## config.mk

```make
export PLATFORM = sky130hd
export DESIGN_NAME = rx_sync_break_flags
export DESIGN_NICKNAME = d
export VERILOG_FILES = /design/src/rx_flags_pkg.sv /design/src/rx_line_if.sv /design/src/rx_line_sampler.sv /design/src/rx_sync_break_flags.sv
export SDC_FILE = /design/constraint.sdc
export NUM_CORES = 1
export LEC_CHECK = 0
export ABC_AREA = 1
export BUFFER_PORTS_ARGS = -buffer_cell sky130_fd_sc_hd__buf_2
export CORE_MARGIN = 2
export CORE_UTILIZATION = 63
export CTS_CLUSTER_DIAMETER = 150
export DETAILED_ROUTE_END_ITERATION = 16
export GPL_ROUTABILITY_DRIVEN = 0
export PLACE_DENSITY_LB_ADDON = 0.1
export SLEW_MARGIN = 20
export SYNTH_ARGS = -nofsm -noshare
export SYNTH_HDL_FRONTEND = slang
export SYNTH_SLANG_ARGS = --single-unit
export TNS_END_PERCENT = 100
```

## constraint.sdc

```tcl
create_clock -name clock_in -period 4.4 [get_ports clock_in]
set_input_delay 0.22 -clock clock_in [delete_from_list [all_inputs] [get_ports clock_in]]
set_output_delay 0.22 -clock clock_in [all_outputs]
set_load 0.05 [all_outputs]
```

## src/rx_flags_pkg.sv

```systemverilog
// Purpose: shared constants for the receiver flag block
// Assumes: character lengths 5..8, rate factor 1, 16 or 64
// Notes:   all codes and the pin and idle-line reset values live here
package rx_flags_pkg;

	// ----------------------------------------
	// character format
	// ----------------------------------------
	localparam int unsigned CHAR_MIN_BITS = 5;
	localparam int unsigned CHAR_MAX_BITS = 8;
	localparam int unsigned START_BITS    = 1;
	localparam int unsigned BREAK_FRAMES  = 2;
	localparam int unsigned TICK_W        = 12;

	// ----------------------------------------
	// mode codes
	// ----------------------------------------
	localparam logic [1:0] FACTOR_X1  = 2'h1;
	localparam logic [1:0] FACTOR_X16 = 2'h2;
	localparam logic [1:0] FACTOR_X64 = 2'h3;
	localparam int unsigned FACTOR_16 = 16;
	localparam int unsigned FACTOR_64 = 64;

	// ----------------------------------------
	// reset values
	// ----------------------------------------
	localparam logic PIN_RESET_LEVEL = 1'b0;
	localparam logic PIN_RESET_OE    = 1'b1;
	localparam logic LINE_IDLE       = 1'b1;

	// ----------------------------------------
	// sync hunt states
	// ----------------------------------------
	typedef enum logic [1:0] {
		HUNT_FIRST  = 2'b00,
		HUNT_SECOND = 2'b01,
		LOCKED      = 2'b10
	} hunt_state_t;

endpackage

```

## src/rx_line_if.sv

```systemverilog
// Purpose: carries sampled line events from sampler to flag core
// Assumes: both ends on clock_in
// Notes:   all signals are single-cycle pulses or levels
`timescale 1ns/1ps
`default_nettype none
interface rx_line_if;
	logic bit_tick;    // rising edge of bit clock seen
	logic bit_val;     // data level sampled with bit_tick
	logic line_level;  // synchronised data level
	logic ext_rise;    // rising edge on sync pin input

	modport sampler (output bit_tick, output bit_val, output line_level, output ext_rise);
	modport core    (input bit_tick, input bit_val, input line_level, input ext_rise);
endinterface
`default_nettype wire

```

## src/rx_line_sampler.sv

```systemverilog
// Purpose: synchronise receive pins and find bit clock edges
// Assumes: clock_in far faster than the bit clock
// Notes:   first synchroniser stage feeds only the second
`timescale 1ns/1ps
`default_nettype none
module rx_line_sampler (
	input  wire logic  clock_in,
	input  wire logic  rst_n_in,
	input  wire logic  rx_bit_clock_in,
	input  wire logic  rx_data_in,
	input  wire logic  sync_pin_in,
	rx_line_if.sampler line
);

	logic [1:0] clk_sync_q;
	logic [1:0] dat_sync_q;
	logic [1:0] pin_sync_q;
	logic       clk_prev_q;
	logic       pin_prev_q;

	// ----------------------------------------
	// two-stage synchronisers
	// ----------------------------------------
	always_ff @(posedge clock_in or negedge rst_n_in) begin
		if (!rst_n_in) begin
			clk_sync_q <= 2'h0;
			dat_sync_q <= {2{rx_flags_pkg::LINE_IDLE}};
			pin_sync_q <= 2'h0;
		end else begin
			clk_sync_q <= {clk_sync_q[0], rx_bit_clock_in};
			dat_sync_q <= {dat_sync_q[0], rx_data_in};
			pin_sync_q <= {pin_sync_q[0], sync_pin_in};
		end
	end

	// ----------------------------------------
	// edge finders on the settled stage
	// ----------------------------------------
	always_ff @(posedge clock_in or negedge rst_n_in) begin
		if (!rst_n_in) begin
			clk_prev_q      <= 1'b0;
			pin_prev_q      <= 1'b0;
			line.bit_tick   <= 1'b0;
			line.bit_val    <= rx_flags_pkg::LINE_IDLE;
			line.line_level <= rx_flags_pkg::LINE_IDLE;
			line.ext_rise   <= 1'b0;
		end else begin
			clk_prev_q      <= clk_sync_q[1];
			pin_prev_q      <= pin_sync_q[1];
			line.bit_tick   <= clk_sync_q[1] & ~clk_prev_q;
			line.bit_val    <= dat_sync_q[1];
			line.line_level <= dat_sync_q[1];
			line.ext_rise   <= pin_sync_q[1] & ~pin_prev_q;
		end
	end

endmodule // rx_line_sampler
`default_nettype wire

```

## src/rx_sync_break_flags.sv

```systemverilog
// Purpose: receive flags, sync detect and break detect
// Assumes: character assembler and status port sit outside
// Notes:   pins pass three flip-flops in the sampler first
`timescale 1ns/1ps
`default_nettype none
//
// Contract
// - flag a complete received character waiting in the buffer
// - character-available also shown as a status bit
// - receiver disabled forces and holds character-available low
// - sync mode: pin is output for internal sync, input for external
// - reset leaves the dual pin an output driven low
// - internal sync: drive pin high once sync pattern is matched
// - double sync: raise at mid last bit of second character
// - every status read clears sync detect unless a match sets it in the same cycle
// - external rising sync input starts assembly at next bit clock rise
// - async mode: dual pin shows break detect
// - break when data stays low through two whole frames
// - break also shown as a status bit
// - break clears only on reset, line high or sync mode, not on status read
// - serial data sampled on bit clock rising edges
module rx_sync_break_flags (
	input  wire logic       clock_in,
	input  wire logic       reset_n_in,
	input  wire logic       rx_bit_clock_in,
	input  wire logic       rx_data_in,
	input  wire logic       sync_or_break_pin_in,
	input  wire logic       rx_enable_in,
	input  wire logic       sync_mode_in,
	input  wire logic       ext_sync_in,
	input  wire logic       double_sync_in,
	input  wire logic [1:0] char_len_in,
	input  wire logic       parity_en_in,
	input  wire logic       two_stop_in,
	input  wire logic [1:0] rate_factor_in,
	input  wire logic [7:0] sync_char1_in,
	input  wire logic [7:0] sync_char2_in,
	input  wire logic       char_loaded_in,
	input  wire logic       data_read_in,
	input  wire logic       status_read_in,
	output logic            rx_char_available_out,
	output logic            sync_or_break_pin_out,
	output logic            sync_or_break_pin_oe_out,
	output logic            status_rx_avail_out,
	output logic            status_sync_out,
	output logic            status_break_out,
	output logic            assemble_start_out
);

	localparam int unsigned TW = rx_flags_pkg::TICK_W;

	logic [1:0]                    rst_sync_q;
	logic                          rst_n;
	logic                          avail_q;
	logic                          sync_found_q;
	logic                          break_found_q;
	logic                          ext_armed_q;
	logic [7:0]                    shift_q;
	logic [3:0]                    bit_cnt_q;
	logic [TW-1:0]                 low_cnt_q;
	rx_flags_pkg::hunt_state_t     hunt_q;
	logic                          internal_sync;
	logic                          external_sync;
	logic [7:0]                    shift_d;

	rx_line_if line ();

	rx_line_sampler sampler (
		.clock_in        (clock_in),
		.rst_n_in        (rst_n),
		.rx_bit_clock_in (rx_bit_clock_in),
		.rx_data_in      (rx_data_in),
		.sync_pin_in     (sync_or_break_pin_in),
		.line            (line)
	);

	// ----------------------------------------
	// helper functions
	// ----------------------------------------
	// true when the newest char_len bits equal the pattern
	function automatic logic pattern_hit(input logic [7:0] sr, input logic [7:0] pat,
		input logic [1:0] len);
		logic [7:0] got;
		logic [7:0] mask;
		got  = sr >> (3'(3) - 3'(len));
		mask = 8'hff >> (3'(3) - 3'(len));
		return (got & mask) == (pat & mask);
	endfunction

	// bit clock ticks in two complete frames
	function automatic logic [TW-1:0] break_ticks(input logic [1:0] len, input logic par,
		input logic stop2, input logic [1:0] fac);
		logic [TW-1:0] bits;
		logic [TW-1:0] mult;
		bits = TW'(rx_flags_pkg::START_BITS) + TW'(rx_flags_pkg::CHAR_MIN_BITS)
			+ TW'(len) + TW'(par) + TW'(stop2) + TW'(1);
		case (fac)
			rx_flags_pkg::FACTOR_X16: mult = TW'(rx_flags_pkg::FACTOR_16);
			rx_flags_pkg::FACTOR_X64: mult = TW'(rx_flags_pkg::FACTOR_64);
			default:                  mult = TW'(1);
		endcase
		return TW'(bits * mult * TW'(rx_flags_pkg::BREAK_FRAMES));
	endfunction

	assign internal_sync = sync_mode_in & ~ext_sync_in;
	assign external_sync = sync_mode_in & ext_sync_in;
	assign shift_d       = {line.bit_val, shift_q[7:1]};

	// ----------------------------------------
	// reset release
	// ----------------------------------------
	always_ff @(posedge clock_in or negedge reset_n_in) begin
		if (!reset_n_in) begin
			rst_sync_q <= 2'h0;
		end else begin
			rst_sync_q <= {rst_sync_q[0], 1'b1};
		end
	end
	assign rst_n = rst_sync_q[1];

	// ----------------------------------------
	// character available flag
	// ----------------------------------------
	always_ff @(posedge clock_in or negedge rst_n) begin
		if (!rst_n) begin
			avail_q <= 1'b0;
		end else if (!rx_enable_in) begin
			avail_q <= 1'b0;
		end else if (char_loaded_in) begin
			avail_q <= 1'b1;
		end else if (data_read_in) begin
			avail_q <= 1'b0;
		end
	end

	// ----------------------------------------
	// serial shift register
	// ----------------------------------------
	always_ff @(posedge clock_in or negedge rst_n) begin
		if (!rst_n) begin
			shift_q <= 8'h00;
		end else if (line.bit_tick) begin
			shift_q <= shift_d;
		end
	end

	// ----------------------------------------
	// sync character hunt
	// ----------------------------------------
	always_ff @(posedge clock_in or negedge rst_n) begin
		if (!rst_n) begin
			hunt_q    <= rx_flags_pkg::HUNT_FIRST;
			bit_cnt_q <= 4'h0;
		end else if (!rx_enable_in || !internal_sync) begin
			hunt_q    <= rx_flags_pkg::HUNT_FIRST;
			bit_cnt_q <= 4'h0;
		end else if (line.bit_tick) begin
			case (hunt_q)
				rx_flags_pkg::HUNT_FIRST: begin
					if (pattern_hit(shift_d, sync_char1_in, char_len_in)) begin
						hunt_q    <= double_sync_in ? rx_flags_pkg::HUNT_SECOND
							: rx_flags_pkg::LOCKED;
						bit_cnt_q <= 4'h0;
					end
				end
				rx_flags_pkg::HUNT_SECOND: begin
					bit_cnt_q <= bit_cnt_q + 4'h1;
					if (bit_cnt_q == 4'(rx_flags_pkg::CHAR_MIN_BITS - 1) + 4'(char_len_in)) begin
						hunt_q <= pattern_hit(shift_d, sync_char2_in, char_len_in)
							? rx_flags_pkg::LOCKED : rx_flags_pkg::HUNT_FIRST;
					end
				end
				rx_flags_pkg::LOCKED: begin
					hunt_q <= rx_flags_pkg::LOCKED;
				end
				default: begin
					hunt_q <= rx_flags_pkg::HUNT_FIRST;
				end
			endcase
		end
	end

	// ----------------------------------------
	// sync detect flag
	// ----------------------------------------
	always_ff @(posedge clock_in or negedge rst_n) begin
		if (!rst_n) begin
			sync_found_q <= rx_flags_pkg::PIN_RESET_LEVEL;
		end else if (line.bit_tick && internal_sync && rx_enable_in
			&& ((hunt_q == rx_flags_pkg::HUNT_FIRST && !double_sync_in
				&& pattern_hit(shift_d, sync_char1_in, char_len_in))
			|| (hunt_q == rx_flags_pkg::HUNT_SECOND
				&& bit_cnt_q == 4'(rx_flags_pkg::CHAR_MIN_BITS - 1) + 4'(char_len_in)
				&& pattern_hit(shift_d, sync_char2_in, char_len_in)))) begin
			sync_found_q <= 1'b1;
		end else if (status_read_in) begin
			sync_found_q <= 1'b0;
		end
	end

	// ----------------------------------------
	// external sync start
	// ----------------------------------------
	always_ff @(posedge clock_in or negedge rst_n) begin
		if (!rst_n) begin
			ext_armed_q        <= 1'b0;
			assemble_start_out <= 1'b0;
		end else begin
			assemble_start_out <= 1'b0;
			if (!external_sync || !rx_enable_in) begin
				ext_armed_q <= 1'b0;
			end else if (line.ext_rise) begin
				ext_armed_q <= 1'b1;
			end else if (ext_armed_q && line.bit_tick) begin
				ext_armed_q        <= 1'b0;
				assemble_start_out <= 1'b1;
			end
		end
	end

	// ----------------------------------------
	// break detect
	// ----------------------------------------
	always_ff @(posedge clock_in or negedge rst_n) begin
		if (!rst_n) begin
			low_cnt_q     <= '0;
			break_found_q <= 1'b0;
		end else if (line.line_level || sync_mode_in) begin
			low_cnt_q     <= '0;
			break_found_q <= 1'b0;
		end else if (line.bit_tick) begin
			if (low_cnt_q + TW'(1) >= break_ticks(char_len_in, parity_en_in, two_stop_in,
				rate_factor_in)) begin
				break_found_q <= 1'b1;
			end else begin
				low_cnt_q <= low_cnt_q + TW'(1);
			end
		end
	end

	// ----------------------------------------
	// pin and status outputs
	// ----------------------------------------
	always_ff @(posedge clock_in or negedge rst_n) begin
		if (!rst_n) begin
			sync_or_break_pin_out    <= rx_flags_pkg::PIN_RESET_LEVEL;
			sync_or_break_pin_oe_out <= rx_flags_pkg::PIN_RESET_OE;
			rx_char_available_out    <= 1'b0;
			status_rx_avail_out      <= 1'b0;
			status_sync_out          <= 1'b0;
			status_break_out         <= 1'b0;
		end else begin
			sync_or_break_pin_oe_out <= ~external_sync;
			sync_or_break_pin_out    <= sync_mode_in ? sync_found_q : break_found_q;
			rx_char_available_out    <= avail_q & rx_enable_in;
			status_rx_avail_out      <= avail_q & rx_enable_in;
			status_sync_out          <= sync_found_q;
			status_break_out         <= break_found_q;
		end
	end

endmodule // rx_sync_break_flags
`default_nettype wire

```

==> flow_summary.ini <==
[global_routing]
total_gr_overflow = 0
number_of_global_route_vias_before_repair = 2423
grt_pass1_wl_microns = 10200
grt_antenna_before_repair = 0
globalRouteTotalUtil_pct = 23.2
grt_start_max_net_pins = 47

[cts]
cts_tree = built
clkSlewWorstSetupHoldPaths_ns = 0.08
numCtsBuffers = 5
post_cts_resize_count = 0
cts.sinks = 48
cts-htree-levels = 2
insertion_delay_ns = 0.29
clk_path_buf_depth = 2
clockRootBuffer = sky130_fd_sc_hd__clkbuf_8

[layout]
final.fill_count = 425
syn_to_final_growth_pct = 10.9
antenna-diode-count = 0
fraction_of_layout_cells_with_a_size_suffix_above_1_pct = 18.9
layout.area.seq_sq_um = 1210
design.final.nets = 511
multi_input_comb_area_sq_um = 1700

[place]
io_buffers = 40
place_worst_setup_slack_ns = 0.281
place.detailed.hpwl_microns = 4760

[setup_path]
worst_path_max_delay_cell = sky130_fd_sc_hd__fa_1
cell_seen_most_often_among_critical_path_stages = sky130_fd_sc_hd__ha_1
worst_ep_arrival_time_ns = 4.09
critPathRequiredTime_ns = 4.60
critPathLaunchType = input pin
timing_worst_setup_path_type = input pin to flop
worst-r2r-setup-slack_ns = 1.12
crit_path_end_kind = flop
critical-path-max-stage-delay_ns = 0.53
path_max_fanout = 16
crit_path_cell_trace = buf_2 -> inv_6 -> ha_1 -> inv_1 -> ha_1 -> inv_1 -> fa_1 -> nor2_1 -> ha_1 -> ha_1 -> ha_1 -> nand3_1 -> xor2_1 -> ha_1 -> nand4_1 -> nor2_1 -> o21ai_1 -> nand2_1 -> nor2_4 -> nor2_2 -> nand2_1 -> o21ai_0

[route]
met2WireLength_microns = 3130
m1WireLength_microns = 2800
post_drt_via_cell_ratio = 5.06
detailroute.wirelength.met3_microns = 165
drtPass1Iterations = 4
drc = 0
routed_wire_length_per_instance_microns = 11.7
routed-via-count = 2657
detail-route-antenna-nets = 0
routed_wl_microns = 6130
drt_iter0_markers = 98
topRoutingLayerUsed = met4

[timing]
layout_setup_ws_ns = 0.505
final.period_utilization_pct = 88.5
setup_tns_ns = 0
timing.final.max_slew_violations = 0
worstMarginPinSlew_ns = 0.934
setup_viol_count_final = 0
report.final.hold_viol_count = 0
unrepaired_setup_endpoints_after_global_routing = no
slew_headroom_pct = 37.7
final.min_clock_period_ns = 3.90
fin_worst_skew_ns = 0.00350
fmax_ghz = 0.257

[logic_synthesis]
net_count_synth = 471
synth_area_leaders = sky130_fd_sc_hd__dfrtp_1, sky130_fd_sc_hd__nand2_1, sky130_fd_sc_hd__ha_1
cell_taking_the_most_area_after_synthesis = sky130_fd_sc_hd__dfrtp_1
post_synth_instance_area_sq_um = 3220
ys_warn_count = 0
synth.avg_cell_area_sq_um = 7.78
post_synthesis_instance_total = 414
synth.most_common_cell = sky130_fd_sc_hd__nand2_1
synth-seq-area-share_pct = 37.5
synth_flop_cell = sky130_fd_sc_hd__dfrtp_1
post_synth_most_frequent_cells = sky130_fd_sc_hd__nand2_1, sky130_fd_sc_hd__inv_1, sky130_fd_sc_hd__dfrtp_1
synth-async-reset-ratio_pct = 100
synth_seq_cells = 48
synth_enable_flop_cells = 0
yosysTopAreaCellShare_pct = 34.2
netlist-cell-type-count = 40

[pwr]
finalPower_uw = 999
total_leakage_power_nw = 1.94
power_density_normalized_to_cell_area_nw_per_um2 = 280
max-vdd-ir-drop_mv = 0.281

[floorplan]
core_area_sq_um = 5010
floorplan.io_pins = 41
die_area_sq_um = 5700
die_width_microns = 75.5
rows = 26
die_h_microns = 75.5
initial_core_util_pct = 64.3

[min_path]
min_path_type = input pin to flop

[flow_run]
cap_violations = 0

[run_status]
run_status = finished, final reports clean
-- timing repair --
| action | 4_1_cts | 5_1_grt |
|---|---|---|
| hold buffers | 1 | 0 |
| setup buffers | 0 | 0 |
| endpoints found under the hold margin | 2 | 0 |
-- stage by stage --
stage          instances  utilization [%]  area, sq um  hold slack [ns]
2_1_floorplan        414                -         3220          -0.0756
3_3_place_gp         516             68.6         3440          0.00591
3_5_place_dp         516             68.6         3440          0.00773
4_1_cts              525             71.3         3570           0.0115
5_1_grt              525             71.3         3570          0.00527
6_report             525             71.3         3570           0.0255
-- logic make-up after synthesis --
logic type      share of synthesized area [%]
xor+xnor                                 4.35
compound gates                           6.92
other cells                             0.116
simple gates                             32.3
flops                                    37.5
buf+inv                                  9.64
fa+ha+maj                                9.17
-- layer usage --
metal | vias to the layer above | global-route usage, %
li1 | 1397 | -
met1 | 1209 | 30.0
met2 | 47 | 41.4
met3 | 4 | 3.44
met4 | 0 | 5.46
met5 | - | 0
-- sequential cells by signal, summed over array words and instances (netlist names), 2 cells and up --
signal              flops
low_cnt_q              12
sampler.clk_sync_q      2
bit_cnt_q               4
rst_sync_q              2
hunt_q                  2
shift_q                 7
sampler.dat_sync_q      2
sampler.pin_sync_q      2
-- power by group --
part | switching, mW | internal [mW] | total [mW]
combinational | 0.115 | 0.0712 | 0.186
sequential | 0.0270 | 0.463 | 0.490
clock | 0.138 | 0.186 | 0.323
total | 0.279 | 0.720 | 0.999
-- area by class of cell --
| cell class | count | share of cell area, % |
|---|---|---|
| Clock buffer | 6 | 2.31 |
| Multi-Input combinational cell | 296 | 47.7 |
| Inverter | 62 | 6.73 |
| Tap cell | 70 | 2.45 |
| Clock inverter | 2 | 1.09 |
| Timing Repair Buffer | 41 | 5.89 |
| Sequential cell | 48 | 33.8 |
-- cells in the final DEF (no fill, tap or decap), types with 3 or more instances in the layout --
cell type                  instances
sky130_fd_sc_hd__a21oi_1           6
sky130_fd_sc_hd__buf_2            40
sky130_fd_sc_hd__clkbuf_8          6
sky130_fd_sc_hd__dfrtp_1          43
sky130_fd_sc_hd__dfstp_2           4
sky130_fd_sc_hd__ha_1             22
sky130_fd_sc_hd__inv_1            57
sky130_fd_sc_hd__nand2_1         111
sky130_fd_sc_hd__nand2_2           8
sky130_fd_sc_hd__nand3_1          37
sky130_fd_sc_hd__nand3_2           7
sky130_fd_sc_hd__nand4_1           7
sky130_fd_sc_hd__nor2_1           26
sky130_fd_sc_hd__nor2_4            3
sky130_fd_sc_hd__nor3_1            3
sky130_fd_sc_hd__nor3b_2           3
sky130_fd_sc_hd__o21ai_0          18
sky130_fd_sc_hd__o21ai_1          10
sky130_fd_sc_hd__or2_2             3
sky130_fd_sc_hd__xnor2_1           5
sky130_fd_sc_hd__xor2_1           11
-- path summary, 6_finish.rpt --
kind / from / endpoint / cells after the start
max in group asynchronous: rst_sync_q[1] / low_cnt_q[5] / 0
min in group asynchronous: reset_n_in / rst_sync_q[0] / 2
min reg2reg: sampler.dat_sync_q[0] / sampler.dat_sync_q[1] / 0
max: char_len_in[0] / low_cnt_q[0] / 22
max reg2reg: low_cnt_q[0] / low_cnt_q[0] / 17
min: rx_data_in / sampler.dat_sync_q[0] / 1
-- critical path, delay by kind of cell --
family,cells,cell delay (ns)
fa+ha+maj,7,1.95
simple gates,8,1.05
buf+inv,4,0.50
compound gates,2,0.20
xor+xnor,1,0.15
No activity file was read; power rests on OpenSTA's default activity.
